$ cat config.mk
export PLATFORM = sky130hd
export DESIGN_NAME = xcvr_fabric_core
export DESIGN_NICKNAME = d
export VERILOG_FILES = /design/src/verilog/xcvr_map_pkg.sv /design/src/verilog/rx_half_map.sv /design/src/verilog/rx_div2.sv /design/src/verilog/xcvr_fabric_core.sv
export SDC_FILE = /design/constraint.sdc
export NUM_CORES = 1
export LEC_CHECK = 0
export ABC_AREA = 1
export BUFFER_PORTS_ARGS = -buffer_cell sky130_fd_sc_hd__buf_2
export CAP_MARGIN = 5
export CORE_ASPECT_RATIO = 2
export CORE_MARGIN = 5
export CORE_UTILIZATION = 50
export CTS_BUF_LIST = sky130_fd_sc_hd__clkbuf_16
export DETAILED_ROUTE_END_ITERATION = 10
export HOLD_SLACK_MARGIN = 0.1
export PLACE_DENSITY_LB_ADDON = 0.25
export SLEW_MARGIN = 20
export SYNTH_ARGS = -nofsm -noshare
export SYNTH_HDL_FRONTEND = slang
export SYNTH_SLANG_ARGS = --single-unit
$ cat constraint.sdc
create_clock -name clk -period 1.5 [get_ports clk]
set_input_delay 0.3 -clock clk [delete_from_list [all_inputs] [get_ports clk]]
set_output_delay 0.3 -clock clk [all_outputs]
set_load 0.02 [all_outputs]
$ cat src/verilog/xcvr_map_pkg.sv
// Purpose: shared constants for the receive word map and core clock selection
// Assumes: 32-bit register bus, four channels per transceiver block
// Notes: clocks of the transceiver are carried as one-cycle enable strobes of clk
package xcvr_map_pkg;

	// ****************************************
	// register map
	// ****************************************
	localparam logic [7:0] OFF_CTRL = 8'h00;
	localparam logic [7:0] OFF_RECONF = 8'h04;
	localparam logic [7:0] OFF_STATUS = 8'h08;
	localparam logic [11:0] CTRL_RESET = 12'h000;
	localparam logic [1:0] RESP_OKAY = 2'h0;
	localparam logic [1:0] RESP_SLVERR = 2'h2;

	// ****************************************
	// configuration word fields
	// ****************************************
	localparam int CFG_W = 12;
	localparam int CFG_TX_PER_CH = 0;
	localparam int CFG_RX_OPT_LSB = 1;
	localparam int CFG_TX_CORE = 3;
	localparam int CFG_RX_CORE = 4;
	localparam int CFG_PIPE = 5;
	localparam int CFG_DIV2_LSB = 8;
	localparam int RECONF_START = 0;
	localparam int STAT_BUSY = 0;
	localparam int STAT_DONE = 1;
	localparam int STAT_ADDR_LSB = 8;
	localparam int STAT_ACT_LSB = 16;

	// receive clock options
	localparam logic [1:0] RX_SHARED_TX0 = 2'h0;
	localparam logic [1:0] RX_OWN_TX = 2'h1;

	// ****************************************
	// receive word layout, per 16-bit half
	// ****************************************
	localparam int SYM_W = 10;
	localparam int HALF_W = 16;
	localparam int POS_SYNC = 10;
	localparam int POS_DISPERR = 11;
	localparam int POS_PATTERN = 12;
	localparam int POS_RM_DEL = 13;
	localparam int POS_RM_INS = 14;
	localparam int POS_RUNDISP = 15;

	localparam logic [5:0] RECONF_LAST_DEF = 6'h3F;

	typedef enum logic [1:0] {
		SEQ_IDLE = 2'b00,
		SEQ_WALK = 2'b01,
		SEQ_APPLY = 2'b10
	} seq_t;

endpackage

$ cat src/verilog/rx_half_map.sv
// Purpose: packs one 10-bit symbol and its status flags into a 16-bit half word
// Assumes: 20-bit interface with 10-bit serializer width
// Notes: pure combinational; the caller registers the word
module rx_half_map (
	input wire logic [9:0] sym,
	input wire logic sync,
	input wire logic disp_err,
	input wire logic pattern,
	input wire logic rm_del,
	input wire logic rm_ins,
	input wire logic [1:0] pipe_stat,
	input wire logic pipe_mode,
	input wire logic run_disp,
	output logic [15:0] half
);

	always_comb begin
		half = 16'h0000;
		half[xcvr_map_pkg::SYM_W-1:0] = sym;
		half[xcvr_map_pkg::POS_SYNC] = sync;
		half[xcvr_map_pkg::POS_DISPERR] = disp_err;
		half[xcvr_map_pkg::POS_PATTERN] = pattern;
		// pipe status reuses the rate-match flag positions
		if (pipe_mode) begin
			half[xcvr_map_pkg::POS_RM_DEL] = pipe_stat[0];
			half[xcvr_map_pkg::POS_RM_INS] = pipe_stat[1];
		end else begin
			half[xcvr_map_pkg::POS_RM_DEL] = rm_del;
			half[xcvr_map_pkg::POS_RM_INS] = rm_ins;
		end
		half[xcvr_map_pkg::POS_RUNDISP] = run_disp;
	end

endmodule // rx_half_map

$ cat src/verilog/rx_div2.sv
// Purpose: optional divide-by-two of one receiver's serial clock strobe
// Assumes: serial_en is a one-cycle strobe of clk
// Notes: phase restarts whenever the divider is switched off
module rx_div2 (
	input wire logic clk,
	input wire logic rstn,
	input wire logic en,
	input wire logic serial_en,
	output logic out_en
);

	typedef struct packed {
		logic phase;
	} div_state_t;

	div_state_t st;
	div_state_t next_st;
	logic [1:0] since_out;

	always_comb begin
		next_st = st;
		if (!en) begin
			next_st.phase = 1'b0;
		end else if (serial_en) begin
			next_st.phase = ~st.phase;
		end
	end

	assign out_en = en ? (serial_en & st.phase) : serial_en;

	always_ff @(posedge clk or negedge rstn) begin
		if (!rstn) begin
			st <= '0;
		end else begin
			st <= next_st;
		end
	end

	// helper: serial strobes seen since the last output strobe
	always_ff @(posedge clk or negedge rstn) begin
		if (!rstn) begin
			since_out <= 2'h0;
		end else if (!en || out_en) begin
			since_out <= 2'h0;
		end else if (serial_en && since_out != 2'h3) begin
			since_out <= since_out + 2'h1;
		end
	end
endmodule // rx_div2

$ cat src/verilog/xcvr_fabric_core.sv
// Purpose: receive word map, phase-compensation FIFO clock selection, rx /2 and reconfiguration sequencer
// Assumes: AXI4-Lite slave on clk; transceiver clocks arrive as one-cycle strobes of clk
// Notes: new clocking takes effect only at the end of a reconfiguration walk
//
// Chosen here: the address map and register access over AXI4-Lite.

module xcvr_fabric_core #(
	parameter int ADDR_W = 8,
	parameter int NCH = 4,
	parameter logic [5:0] RECONF_LAST = xcvr_map_pkg::RECONF_LAST_DEF
) (
	input wire logic clk,
	input wire logic rstn,
	input wire logic [ADDR_W-1:0] s_axi_awaddr,
	input wire logic s_axi_awvalid,
	output logic s_axi_awready,
	input wire logic [31:0] s_axi_wdata,
	input wire logic [3:0] s_axi_wstrb,
	input wire logic s_axi_wvalid,
	output logic s_axi_wready,
	output logic [1:0] s_axi_bresp,
	output logic s_axi_bvalid,
	input wire logic s_axi_bready,
	input wire logic [ADDR_W-1:0] s_axi_araddr,
	input wire logic s_axi_arvalid,
	output logic s_axi_arready,
	output logic [31:0] s_axi_rdata,
	output logic [1:0] s_axi_rresp,
	output logic s_axi_rvalid,
	input wire logic s_axi_rready,
	input wire logic rx_in_valid,
	input wire logic [19:0] rx_symbol,
	input wire logic [1:0] rx_sync,
	input wire logic [1:0] rx_disp_err,
	input wire logic [1:0] rx_pattern,
	input wire logic [1:0] rx_rm_deleted,
	input wire logic [1:0] rx_rm_inserted,
	input wire logic [3:0] rx_pipe_status,
	input wire logic [1:0] rx_running_disp,
	output logic [31:0] rx_word,
	output logic rx_word_valid,
	input wire logic [NCH-1:0] rx_serial_en,
	input wire logic [NCH-1:0] tx_clkout_en,
	input wire logic [NCH-1:0] tx_coreclk_en,
	input wire logic [NCH-1:0] rx_coreclk_en,
	output logic [NCH-1:0] rx_clkout_en,
	output logic [NCH-1:0] tx_fifo_wr_en,
	output logic [NCH-1:0] rx_fifo_rd_en,
	output logic reconfig_address_en,
	output logic [5:0] reconfig_address_out,
	output logic channel_reconfig_done,
	output logic busy
);

	localparam int CW = xcvr_map_pkg::CFG_W;

	typedef struct packed {
		logic aw_held;
		logic w_held;
		logic [ADDR_W-1:0] awaddr;
		logic [31:0] wdata;
		logic [3:0] wstrb;
		logic bvalid;
		logic [1:0] bresp;
		logic rvalid;
		logic [31:0] rdata;
		logic [1:0] rresp;
		logic [CW-1:0] pend;
		logic [CW-1:0] act;
		logic done_flag;
		xcvr_map_pkg::seq_t seq;
		logic [5:0] addr;
		logic done_pulse;
		logic [31:0] word;
		logic word_valid;
		logic [NCH-1:0] tx_en;
		logic [NCH-1:0] rx_en;
	} core_state_t;

	core_state_t st;
	core_state_t next_st;
	logic [31:0] mapped;
	logic [NCH-1:0] div_out;

	// ****************************************
	// receive word map
	// ****************************************
	genvar g;
	generate
		for (g = 0; g < 2; g++) begin : g_half
			rx_half_map u_half (
				.sym(rx_symbol[g*10 +: 10]),
				.sync(rx_sync[g]),
				.disp_err(rx_disp_err[g]),
				.pattern(rx_pattern[g]),
				.rm_del(rx_rm_deleted[g]),
				.rm_ins(rx_rm_inserted[g]),
				.pipe_stat(rx_pipe_status[g*2 +: 2]),
				.pipe_mode(st.act[xcvr_map_pkg::CFG_PIPE]),
				.run_disp(rx_running_disp[g]),
				.half(mapped[g*16 +: 16])
			);
		end
		// ****************************************
		// per-receiver divide by two
		// ****************************************
		for (g = 0; g < NCH; g++) begin : g_div
			rx_div2 u_div (
				.clk(clk),
				.rstn(rstn),
				.en(st.act[xcvr_map_pkg::CFG_DIV2_LSB + g]),
				.serial_en(rx_serial_en[g]),
				.out_en(div_out[g])
			);
		end
	endgenerate

	assign rx_clkout_en = div_out;

	// ****************************************
	// bus slave, sequencer and clock selection
	// ****************************************
	logic aw_hs;
	logic w_hs;
	logic ar_hs;
	logic [ADDR_W-1:0] wa;
	logic [31:0] wd;
	logic [3:0] ws;
	logic [CW-1:0] mask;

	assign s_axi_awready = !st.aw_held && !st.bvalid;
	assign s_axi_wready = !st.w_held && !st.bvalid;
	assign s_axi_arready = !st.rvalid;
	assign aw_hs = s_axi_awvalid && s_axi_awready;
	assign w_hs = s_axi_wvalid && s_axi_wready;
	assign ar_hs = s_axi_arvalid && s_axi_arready;
	assign wa = st.aw_held ? st.awaddr : s_axi_awaddr;
	assign wd = st.w_held ? st.wdata : s_axi_wdata;
	assign ws = st.w_held ? st.wstrb : s_axi_wstrb;
	assign mask = {{4{ws[1]}}, {8{ws[0]}}};

	always_comb begin
		next_st = st;
		next_st.done_pulse = 1'b0;
		if (st.bvalid && s_axi_bready) begin
			next_st.bvalid = 1'b0;
		end
		if (st.rvalid && s_axi_rready) begin
			next_st.rvalid = 1'b0;
		end
		if (aw_hs) begin
			next_st.aw_held = 1'b1;
			next_st.awaddr = s_axi_awaddr;
		end
		if (w_hs) begin
			next_st.w_held = 1'b1;
			next_st.wdata = s_axi_wdata;
			next_st.wstrb = s_axi_wstrb;
		end
		// sequencer; its done flag set is applied after the status clear below
		case (st.seq)
			xcvr_map_pkg::SEQ_WALK: begin
				if (st.addr == RECONF_LAST) begin
					next_st.seq = xcvr_map_pkg::SEQ_APPLY;
				end else begin
					next_st.addr = st.addr + 6'h01;
				end
			end
			xcvr_map_pkg::SEQ_APPLY: begin
				next_st.act = st.pend;
				next_st.done_pulse = 1'b1;
				next_st.seq = xcvr_map_pkg::SEQ_IDLE;
			end
			default: begin
				next_st.seq = xcvr_map_pkg::SEQ_IDLE;
			end
		endcase
		// write takes effect once both address and data are in hand
		if ((st.aw_held || aw_hs) && (st.w_held || w_hs)) begin
			next_st.aw_held = 1'b0;
			next_st.w_held = 1'b0;
			next_st.bvalid = 1'b1;
			next_st.bresp = xcvr_map_pkg::RESP_OKAY;
			if (wa == xcvr_map_pkg::OFF_CTRL) begin
				next_st.pend = (st.pend & ~mask) | (wd[CW-1:0] & mask);
			end else if (wa == xcvr_map_pkg::OFF_RECONF) begin
				// start is ignored while a walk is already running
				if (ws[0] && wd[xcvr_map_pkg::RECONF_START] && st.seq == xcvr_map_pkg::SEQ_IDLE) begin
					next_st.seq = xcvr_map_pkg::SEQ_WALK;
					next_st.addr = 6'h00;
				end
			end else if (wa == xcvr_map_pkg::OFF_STATUS) begin
				if (ws[0] && wd[xcvr_map_pkg::STAT_DONE]) begin
					next_st.done_flag = 1'b0;
				end
			end else begin
				next_st.bresp = xcvr_map_pkg::RESP_SLVERR;
			end
		end
		// a finishing walk wins over a clear in the same cycle
		if (st.seq == xcvr_map_pkg::SEQ_APPLY) begin
			next_st.done_flag = 1'b1;
		end
		if (ar_hs) begin
			next_st.rvalid = 1'b1;
			next_st.rresp = xcvr_map_pkg::RESP_OKAY;
			next_st.rdata = 32'h0000_0000;
			if (s_axi_araddr == xcvr_map_pkg::OFF_CTRL) begin
				next_st.rdata[CW-1:0] = st.pend;
			end else if (s_axi_araddr == xcvr_map_pkg::OFF_RECONF) begin
				next_st.rdata[xcvr_map_pkg::RECONF_START] = busy;
			end else if (s_axi_araddr == xcvr_map_pkg::OFF_STATUS) begin
				next_st.rdata[xcvr_map_pkg::STAT_BUSY] = busy;
				next_st.rdata[xcvr_map_pkg::STAT_DONE] = st.done_flag;
				next_st.rdata[xcvr_map_pkg::STAT_ADDR_LSB +: 6] = st.addr;
				next_st.rdata[xcvr_map_pkg::STAT_ACT_LSB +: CW] = st.act;
			end else begin
				next_st.rresp = xcvr_map_pkg::RESP_SLVERR;
			end
		end
		next_st.word_valid = rx_in_valid;
		if (rx_in_valid) begin
			next_st.word = mapped;
		end
		// FIFO clocks follow only the active configuration; the divider feeds rx only
		for (int i = 0; i < NCH; i++) begin
			if (st.act[xcvr_map_pkg::CFG_TX_CORE]) begin
				next_st.tx_en[i] = tx_coreclk_en[i];
			end else if (st.act[xcvr_map_pkg::CFG_TX_PER_CH]) begin
				next_st.tx_en[i] = tx_clkout_en[i];
			end else begin
				next_st.tx_en[i] = tx_clkout_en[0];
			end
			if (st.act[xcvr_map_pkg::CFG_RX_CORE]) begin
				next_st.rx_en[i] = rx_coreclk_en[i];
			end else if (st.act[xcvr_map_pkg::CFG_RX_OPT_LSB +: 2] == xcvr_map_pkg::RX_SHARED_TX0) begin
				next_st.rx_en[i] = tx_clkout_en[0];
			end else if (st.act[xcvr_map_pkg::CFG_RX_OPT_LSB +: 2] == xcvr_map_pkg::RX_OWN_TX) begin
				next_st.rx_en[i] = tx_clkout_en[i];
			end else begin
				next_st.rx_en[i] = div_out[i];
			end
		end
	end

	always_ff @(posedge clk or negedge rstn) begin
		if (!rstn) begin
			st <= '0;
			st.pend <= xcvr_map_pkg::CTRL_RESET;
			st.act <= xcvr_map_pkg::CTRL_RESET;
			st.seq <= xcvr_map_pkg::SEQ_IDLE;
		end else begin
			st <= next_st;
		end
	end

	assign s_axi_bvalid = st.bvalid;
	assign s_axi_bresp = st.bresp;
	assign s_axi_rvalid = st.rvalid;
	assign s_axi_rdata = st.rdata;
	assign s_axi_rresp = st.rresp;
	assign rx_word = st.word;
	assign rx_word_valid = st.word_valid;
	assign tx_fifo_wr_en = st.tx_en;
	assign rx_fifo_rd_en = st.rx_en;
	assign reconfig_address_en = (st.seq == xcvr_map_pkg::SEQ_WALK);
	assign reconfig_address_out = st.addr;
	assign channel_reconfig_done = st.done_pulse;
	assign busy = (st.seq != xcvr_map_pkg::SEQ_IDLE);
endmodule // xcvr_fabric_core

# After elaboration in Yosys (flattened, before gate mapping)
# Cells that the tools add are included.
# totals
reg_bits	135
input_bits	112
word_cells	156
# op_classes
add_sub_neg	1
n_eq_ne	14
mux	74
bitwise	12
n_reduce_logical	31
# op_table
op	n
$mux 12	4
$mux 1	42
$mux 35	1
$mux 2	15
$mux 6	5
$and 12x12->12	2
$mux 8	3
$mux 9	2
$eq 8x3->1 const B	2
$eq 8x4->1 const B	2
$logic_not 8->1	2
$reduce_bool 2->1	8
$not 12->12	1
$or 12x12->12	1
$logic_and 1x1->1	11
$ne 2x2->1 const B	4
$add 6x1->6 const B	1
$eq 6x6->1 const B	1
$reduce_and 5->1	1
$and 1x1->1	4
$eq 2x1->1 const B	2
$logic_not 1->1	4
$logic_not 2->1	2
$mux 4	1
other kinds (6)	11

# Logic depth before layout (Yosys ltp)
# Gate-level depths: netlist of run 1.
# logic_depth
depth_word	8
ltp_mapped	10
mapped_depth_nobuf	8

# Modules after synthesis
# A second synthesis of run 1 with hierarchy kept.
# hier_totals
hier_cells	744
hier_area_um2	6627.6
# modules_own_cells
module	instances	cells_per_inst	area_per_inst_um2	seq_area_each_um2
xcvr_fabric_core	1	674	6124.6	3228.1
rx_half_map	2	21	131.4	0.0
rx_div2	4	7	60.1	25.0

# Worst setup path after synthesis of run 1
# Ideal clock, no wire load.
# synth_path
path_type	flip-flop to flip-flop
from	register st[157] in the netlist's numbering
to	register st[113] in the netlist's numbering
arrival_time_ps	1371
t_required_ps	1370
slack_ps	-1
path_stages_with_launch	7
cell_sequence	dfrtp_1 > buf_4 > nor2_1 > nand2_2 > buf_2 > nand2_1 > o21ai_0
# synth_between
elab_chain_len	3
# synth_rtl
item	line_no	rtl
from (decl)	xcvr_fabric_core.sv:80	core_state_t st;
from (signal assigned)	xcvr_fabric_core.sv:253	st <= next_st;
$logic_not 1->1	xcvr_fabric_core.sv:132	assign s_axi_wready = !st.w_held && !st.bvalid;
$logic_and 1x1->1	xcvr_fabric_core.sv:132	
named net s_axi_wready	xcvr_fabric_core.sv:20	output logic s_axi_wready,
$logic_and 1x1->1	xcvr_fabric_core.sv:135	assign w_hs = s_axi_wvalid && s_axi_wready;
# The timed path passes the listed nets, and every way through them passes these cells.
# A chain may end at the register's enable or synchronous reset.

==> results.sh, run 1 <==
export IMPL_multiInputGateArea_mm2=0.002168
export IMPL_drv_slew=0
export IMPL_cts_root_buffer="clkbuf_16"
export IMPL_status="complete, but fails checks"
export IMPL_drc_errors=0
export IMPL_grt_pass1_vias=5160
export IMPL_clockBufferDepth=2
export IMPL_place_area_mm2=0.006968
export IMPL_violations="setup timing"
export IMPL_finalInstanceArea_mm2=0.007873
export IMPL_initial_utilization_pct=50.57
export IMPL_die_w_um=89.68
export IMPL_io_pins=207
export IMPL_leakage_uw=0.004025
export IMPL_finalHoldViolCount=0
export IMPL_cts_tree="yes"
export IMPL_seq_area_mm2=0.003331
export IMPL_arrival_ns=1.80
export IMPL_synth_area_leaders="dfrtp_1, buf_4, nand2_1"
export IMPL_fin_crit_sh_pct=100.5
export IMPL_p_per_area_mw_per_mm2=1474
export IMPL_synth_top_family_by_area="simple AND/OR/NAND/NOR gates"
export IMPL_core_area_mm2=0.01255
export IMPL_synth_fa_ha_area_share_pct=0.1971
export IMPL_clk_pin_slew_ns=0.06
export IMPL_fin_tns_setup_ns=-0.01712
export IMPL_syn_instance_count=692
export IMPL_synthSimpleGateAreaFrac_pct=17.30
export IMPL_synth_top_area_cell="dfrtp_1"
export IMPL_grtUsageTotal_pct=20.30
export IMPL_timing_max_cap_violations=0
export IMPL_setup_ws_ns=-0.006828
export IMPL_synth_area_per_cell_um2=9.174
export IMPL_cp_start_kind="flop"
export IMPL_netlist_area_mm2=0.006349
export IMPL_num_vias=4981
export IMPL_dieHeight_um=169.4
export IMPL_clock_skew_ns=0.01028
export IMPL_h_tree_depth=4
export IMPL_drt_pass1_iterations=4
export IMPL_yosys_top_cells_count="nand2_1, dfrtp_1, buf_4, o21ai_0, nor2_1"
export IMPL_clk_insertion_delay_late_ns=0.42
export IMPL_nets=954
export IMPL_synthArstFlopShare_pct=100.0
export IMPL_ys_seq_area_share_pct=52.42
export IMPL_r2r_slack_ns=-0.007
export IMPL_cts_buffers=17
export IMPL_end_kind="flop"
export IMPL_ys_warnings_count=0
export IMPL_drt_vias_per_instance=4.961
export IMPL_synth_edf_count=0
export IMPL_dr_first_iter_drc_count=166
export IMPL_synth_ff_type="dfrtp_1"
export IMPL_num_fill_cells=1081
export IMPL_area_growth_pct=24.00
export IMPL_hpwlAfterDp_um=11660
export IMPL_grt_max_degree=42
export IMPL_grt_pass1_wl_um=23820
export IMPL_setup_violations=4
export IMPL_portBuffers=176
export IMPL_max_freq_mhz=663.6
export IMPL_rsz0062_at_grt="true"
export IMPL_ys_types=34
export IMPL_die_area_mm2=0.01519
export IMPL_globalRoute_totalOverflow=0
export IMPL_synth_compound_area_share_pct=8.908
export IMPL_muxShareOfSynthArea_pct=5.499
export IMPL_totalPowerFinal_uw=11610
export IMPL_cts_sinks=133
export IMPL_antenna_cells=0
export IMPL_wl_um=15220
export IMPL_place_congestion=0.8389
export IMPL_worstHoldPathType="in -> reg"
export IMPL_layout_drive_gt1_share_pct=38.99
export IMPL_antenna_found_initial=0
export IMPL_synth_seq_cells=133
export IMPL_finalCriticalPeriod_ns=1.507
export IMPL_drtAntennaViolNets=0
export IMPL_wire_per_inst_um=15.16
export IMPL_row_count=58
export IMPL_cp_required_ns=1.80
export IMPL_synth_most_common_cell="nand2_1"
export IMPL_path_max_fanout=5
export IMPL_synth_top_area_share_pct=52.42
export IMPL_crit_type="reg -> reg"
export IMPL_synthXorXnorAreaFrac_pct=0.2759
export IMPL_peakVddDrop_mv=1.328
## final timing paths
| path | startpoint | cells after the start | to |
|---|---|---|---|
| setup / recovery | st[158]$_DFFE_PN0P_ | 8 | flop |
| hold / removal | rx_disp_err[0] | 2 | rx_word[11]$_DFFE_PN0P_ |
| hold reg to reg | s_axi_rdata[3]$_DFFE_PN0P_ | 2 | s_axi_rdata[3]$_DFFE_PN0P_ |
| setup reg to reg | st[158]$_DFFE_PN0P_ | 8 | flop |
| max in group asynchronous | rstn | 3 | s_axi_bvalid$_DFFE_PN0P_ |
| min in group asynchronous | rstn | 2 | rx_word[28]$_DFFE_PN0P_ |
## placed cells by master (no fill, tap or decap), types with 2 or more instances in the layout
cell type	count
buf_2	167
nand2_1	145
dfrtp_1	131
o21ai_0	54
nor2_1	47
inv_1	45
buf_4	41
mux2_2	31
a21oi_1	26
nand3_1	21
clkbuf_16	17
nand2_2	13
nand4_1	13
buf_6	10
inv_2	9
o21ai_1	8
a31oi_1	8
conb_1	8
nor2_2	6
nor2_4	6
inv_6	6
dlygate4sd3_1	6
buf_12	5
inv_8	4
o21a_1	3
nand3_2	2
o22ai_1	2
clkinv_4	2
clkinvlp_4	2
dfrtp_2	2
## power by group
part | switching, uW | total, uW | internal [uW]
Combinational | 1830 | 3170 | 1330
Clock | 1700 | 3890 | 2190
Sequential | 384 | 4550 | 4160
## stage by stage
| stage | setup slack [ns] | instances | hold slack [ns] | util, % |
|---|---|---|---|---|
| 2_1_floorplan | -0.001424 | 699 | 0.004409 | - |
| 3_3_place_gp | -0.05048 | 949 | 0.2320 | 55.50 |
| 3_5_place_dp | -0.09017 | 949 | 0.2319 | 55.50 |
| 4_1_cts | -0.02584 | 997 | 0.1021 | 61.60 |
| 5_1_grt | -0.1325 | 1004 | 0.1098 | 62.71 |
| 6_report | -0.006828 | 1004 | 0.1173 | 62.71 |
## area by class of cell
| cell class | instances | share of cell area (%) |
|---|---|---|
| Clock inverter | 15 | 1.716 |
| Tap cell | 150 | 2.384 |
| Sequential cell | 133 | 42.31 |
| Clock buffer | 17 | 5.404 |
| Multi-Input combinational cell | 405 | 27.54 |
| Timing Repair Buffer | 229 | 17.99 |
| Inverter | 55 | 2.654 |
## worst max-delay path, cell delays in order, from the launching register on
cell and delay, ns:
dfrtp_2 0.44, buf_6 0.14, nand2_1 0.05, nand2_1 0.11, nand2_1 0.12, nor2_4 0.17, nand4_1 0.19, nand2_1 0.11
nand2_1 0.06
## layer usage
metal	track usage (%)	up-vias	share of wire [%]
li1	-	2443	-
met1	20.51	2360	34
met2	38.71	157	57
met3	4.616	21	6.6
met4	7.129	0	1.8
met5	0	-	0
## sequential cells by signal (all words and copies together) (netlist names), named ones only
signal / flops
st: 39
rx_fifo_rd_en: 4
rx_word: 32
rx_word_valid: 1
channel_reconfig_done: 1
reconfig_address_out: 6
tx_fifo_wr_en: 4
s_axi_bvalid: 1
s_axi_rresp: 1
g_div.u_div.st: 4
s_axi_rvalid: 1
s_axi_bresp: 1
s_axi_rdata: 26
## cells by family (layout without fill, tap and decap cells)
kind of cell               after synthesis  in the layout
xor gates and xnor gates                 2              2
muxes                                   31             31
DFF                                    133            133
other                                    1              8
AOI/OAI and AO/OA                      105            105
and+or+nand+nor                        257            258
buffers and inverters                  162            316
adders and majority gates                1              1
## repair_timing
| action | in CTS | in global routing |
|---|---|---|
| hold buffers | 6 | 0 |
| setup endpoints to repair | 22 | 40 |
| gates resized for setup | 26 | 26 |
| pin swaps | 10 | 21 |
| hold endpoints to repair | 41 | 0 |
| setup buffers | 10 | 6 |
| gates cloned | 0 | 1 |
Note: power is estimated with default switching activity, not from simulation.
==> inputs of run 2 (changes only) <==
Settings changed: CORE_MARGIN 5 to default, RECOVER_POWER from default to 100.
==> results.sh, run 2 (same netlist as run 1, synthesis figures left out) <==
export IMPL_wl_um=14920
export IMPL_h_tree_depth=4
export IMPL_cts_sinks=133
export IMPL_core_area_mm2=0.01227
export IMPL_place_area_mm2=0.006919
export IMPL_leakage_uw=0.003736
export IMPL_final_cell_mix="nand2_1, dfrtp_1, buf_2, clkbuf_1, o21ai_0"
export IMPL_grt_pass1_vias=5069
export IMPL_setup_violations=1
export IMPL_end_kind="output port"
export IMPL_wire_per_inst_um=15.01
export IMPL_dieHeight_um=161.4
export IMPL_cts_root_buffer="clkbuf_16"
export IMPL_num_fill_cells=1097
export IMPL_status="complete, but fails checks"
export IMPL_drc_errors=0
export IMPL_hold_end="rx_word[12]$_DFFE_PN0P_"
export IMPL_finalInstanceArea_mm2=0.007672
export IMPL_num_vias=5066
export IMPL_grtUsageTotal_pct=22.97
export IMPL_setup_ws_ns=-0.0002977
export IMPL_timing_max_cap_violations=0
export IMPL_cts_tree="yes"
export IMPL_die_w_um=81.68
export IMPL_clockBufferDepth=2
export IMPL_fin_crit_sh_pct=100.0
export IMPL_cp_start_kind="flop"
export IMPL_max_slew_worst_pin_slew_ns=0.8284
export IMPL_nets=947
export IMPL_final_cells=994
export IMPL_relSlewSlack_pct=44.77
export IMPL_totalPowerFinal_uw=11490
export IMPL_arrival_ns=1.20
export IMPL_hp_start="rx_pattern[0]"
export IMPL_place_ws_ns=-0.1129
export IMPL_path_max_fanout=2
export IMPL_drt_vias_per_instance=5.097
export IMPL_r2r_slack_ns=0.03
export IMPL_drtAntennaViolNets=0
export IMPL_largest_reg_flops=39
export IMPL_clk_insertion_delay_late_ns=0.42
export IMPL_drv_slew=0
export IMPL_initial_utilization_pct=51.75
export IMPL_row_count=57
export IMPL_peakVddDrop_mv=1.439
export IMPL_rr_worst_depth=7
export IMPL_violations="setup timing"
export IMPL_layout_drive_gt1_share_pct=29.75
export IMPL_hold_depth=2
export IMPL_io_pins=207
export IMPL_place_congestion=0.8238
export IMPL_finalCriticalPeriod_ns=1.500
export IMPL_crit_type="reg -> out"
export IMPL_die_area_mm2=0.01318
export IMPL_rsz0062_at_grt="true"
export IMPL_grt_pass1_wl_um=22920
export IMPL_antenna_cells=0
export IMPL_finalHoldViolCount=0
export IMPL_hpwlAfterDp_um=10860
export IMPL_antenna_found_initial=0
export IMPL_clk_pin_slew_ns=0.06
export IMPL_dr_first_iter_drc_count=235
export IMPL_max_freq_mhz=666.5
export IMPL_largest_register="st"
export IMPL_p_per_area_mw_per_mm2=1497
export IMPL_cp_required_ns=1.20
export IMPL_clock_skew_ns=0.007515
export IMPL_globalRoute_totalOverflow=0
export IMPL_drt_pass1_iterations=4
export IMPL_grt_max_degree=40
export IMPL_cts_buffers=17
export IMPL_portBuffers=176
export IMPL_r2r_start="st[158]$_DFFE_PN0P_"
export IMPL_layout_commonest_cell="nand2_1"
export IMPL_dpl_cell_count=940
export IMPL_area_growth_pct=20.85
export IMPL_worstHoldPathType="in -> reg"
run 2: cell count changes in the layout (fill, tap and decap cells not counted), moves of 3 or more:
cell | before | now
buf_4 | 41 | 29
nand2_4 | 1 | 4
clkbuf_4 | 0 | 4
buf_12 | 5 | 0
clkbuf_1 | 0 | 74
o21ai_0 | 54 | 58
clkbuf_2 | 0 | 4
buf_2 | 167 | 96
o21ai_1 | 8 | 4
run 2: stage by stage:
| stage | hold WS [ns] | utilization (%) | setup TNS (ns) |
|---|---|---|---|
| after floorplan | 0.004409 | - | -0.008543 |
| after global placement | 0.2258 | 56.41 | -0.8105 |
| after detailed placement | 0.2355 | 56.41 | -1.322 |
| after CTS | 0.1000 | 62.51 | -0.03042 |
| after global routing | 0.1018 | 62.55 | -0.6481 |
| final | 0.1128 | 62.55 | -0.0002977 |
run 2: timing repair:
item / 4_1_cts / 5_1_grt
endpoints found under the setup margin: 25 / 28
pin swaps: 7 / 20
hold buffers: 6 / 0
gates cloned: 0 / 1
endpoints found under the hold margin: 41 / 0
resized for setup: 27 / 35
setup buffers: 7 / 8
run 2: worst max-delay path by stage:
stage                                  start                   to  slack (ns)  cells after the start
2_1_floorplan            st[157]$_DFFE_PN0P_  st[113]$_DFFE_PN0P_      -0.001                      6
3_3_place_gp             st[158]$_DFFE_PN0P_                 flop       -0.07                      8
3_5_place_dp             st[158]$_DFFE_PN0P_                 flop       -0.11                      7
4_1_cts        g_div[2].u_div.st$_DFFE_PN0P_      rx_clkout_en[2]       -0.03                      2
5_1_grt                  st[158]$_DFFE_PN0P_                 flop       -0.06                      7
6_report       g_div[2].u_div.st$_DFFE_PN0P_      rx_clkout_en[2]     -0.0003                      2
run 2: per-layer routing:
metal | global-route usage, % | wire length, um | up-vias | share of wire, %
met1 | 21.22 | 5091 | 2408 | 34
met3 | 5.367 | 868 | 35 | 5.8
met4 | 12.04 | 547 | 0 | 3.7
li1 | - | - | 2431 | -
met2 | 43.83 | 8410 | 192 | 56
met5 | 0 | 0 | - | 0
run 2: power by group:
part | total [uW] | internal [uW] | switching [uW]
clock | 3880 | 2190 | 1690
sequential | 4580 | 4170 | 410
combinational | 3030 | 1180 | 1850
total | 11500 | 7540 | 3950
run 2: final cells by class:
| cell class | count | area (um^2) | share of cell area (%) |
|---|---|---|---|
| multi-input cells | 405 | 2198 | 28.65 |
| clock buffers | 17 | 425.4 | 5.545 |
| inverters | 55 | 209.0 | 2.723 |
| clock inverters | 15 | 136.4 | 1.778 |
| repair buffers | 222 | 1187 | 15.48 |
| well taps | 147 | 183.9 | 2.397 |
| flip-flops and latches | 133 | 3332 | 43.43 |
run 2: critical path, cell delays in order (launching register included):
cell,delay (ns)
dfrtp_1,0.42
o21a_4,0.24
buf_6,0.13
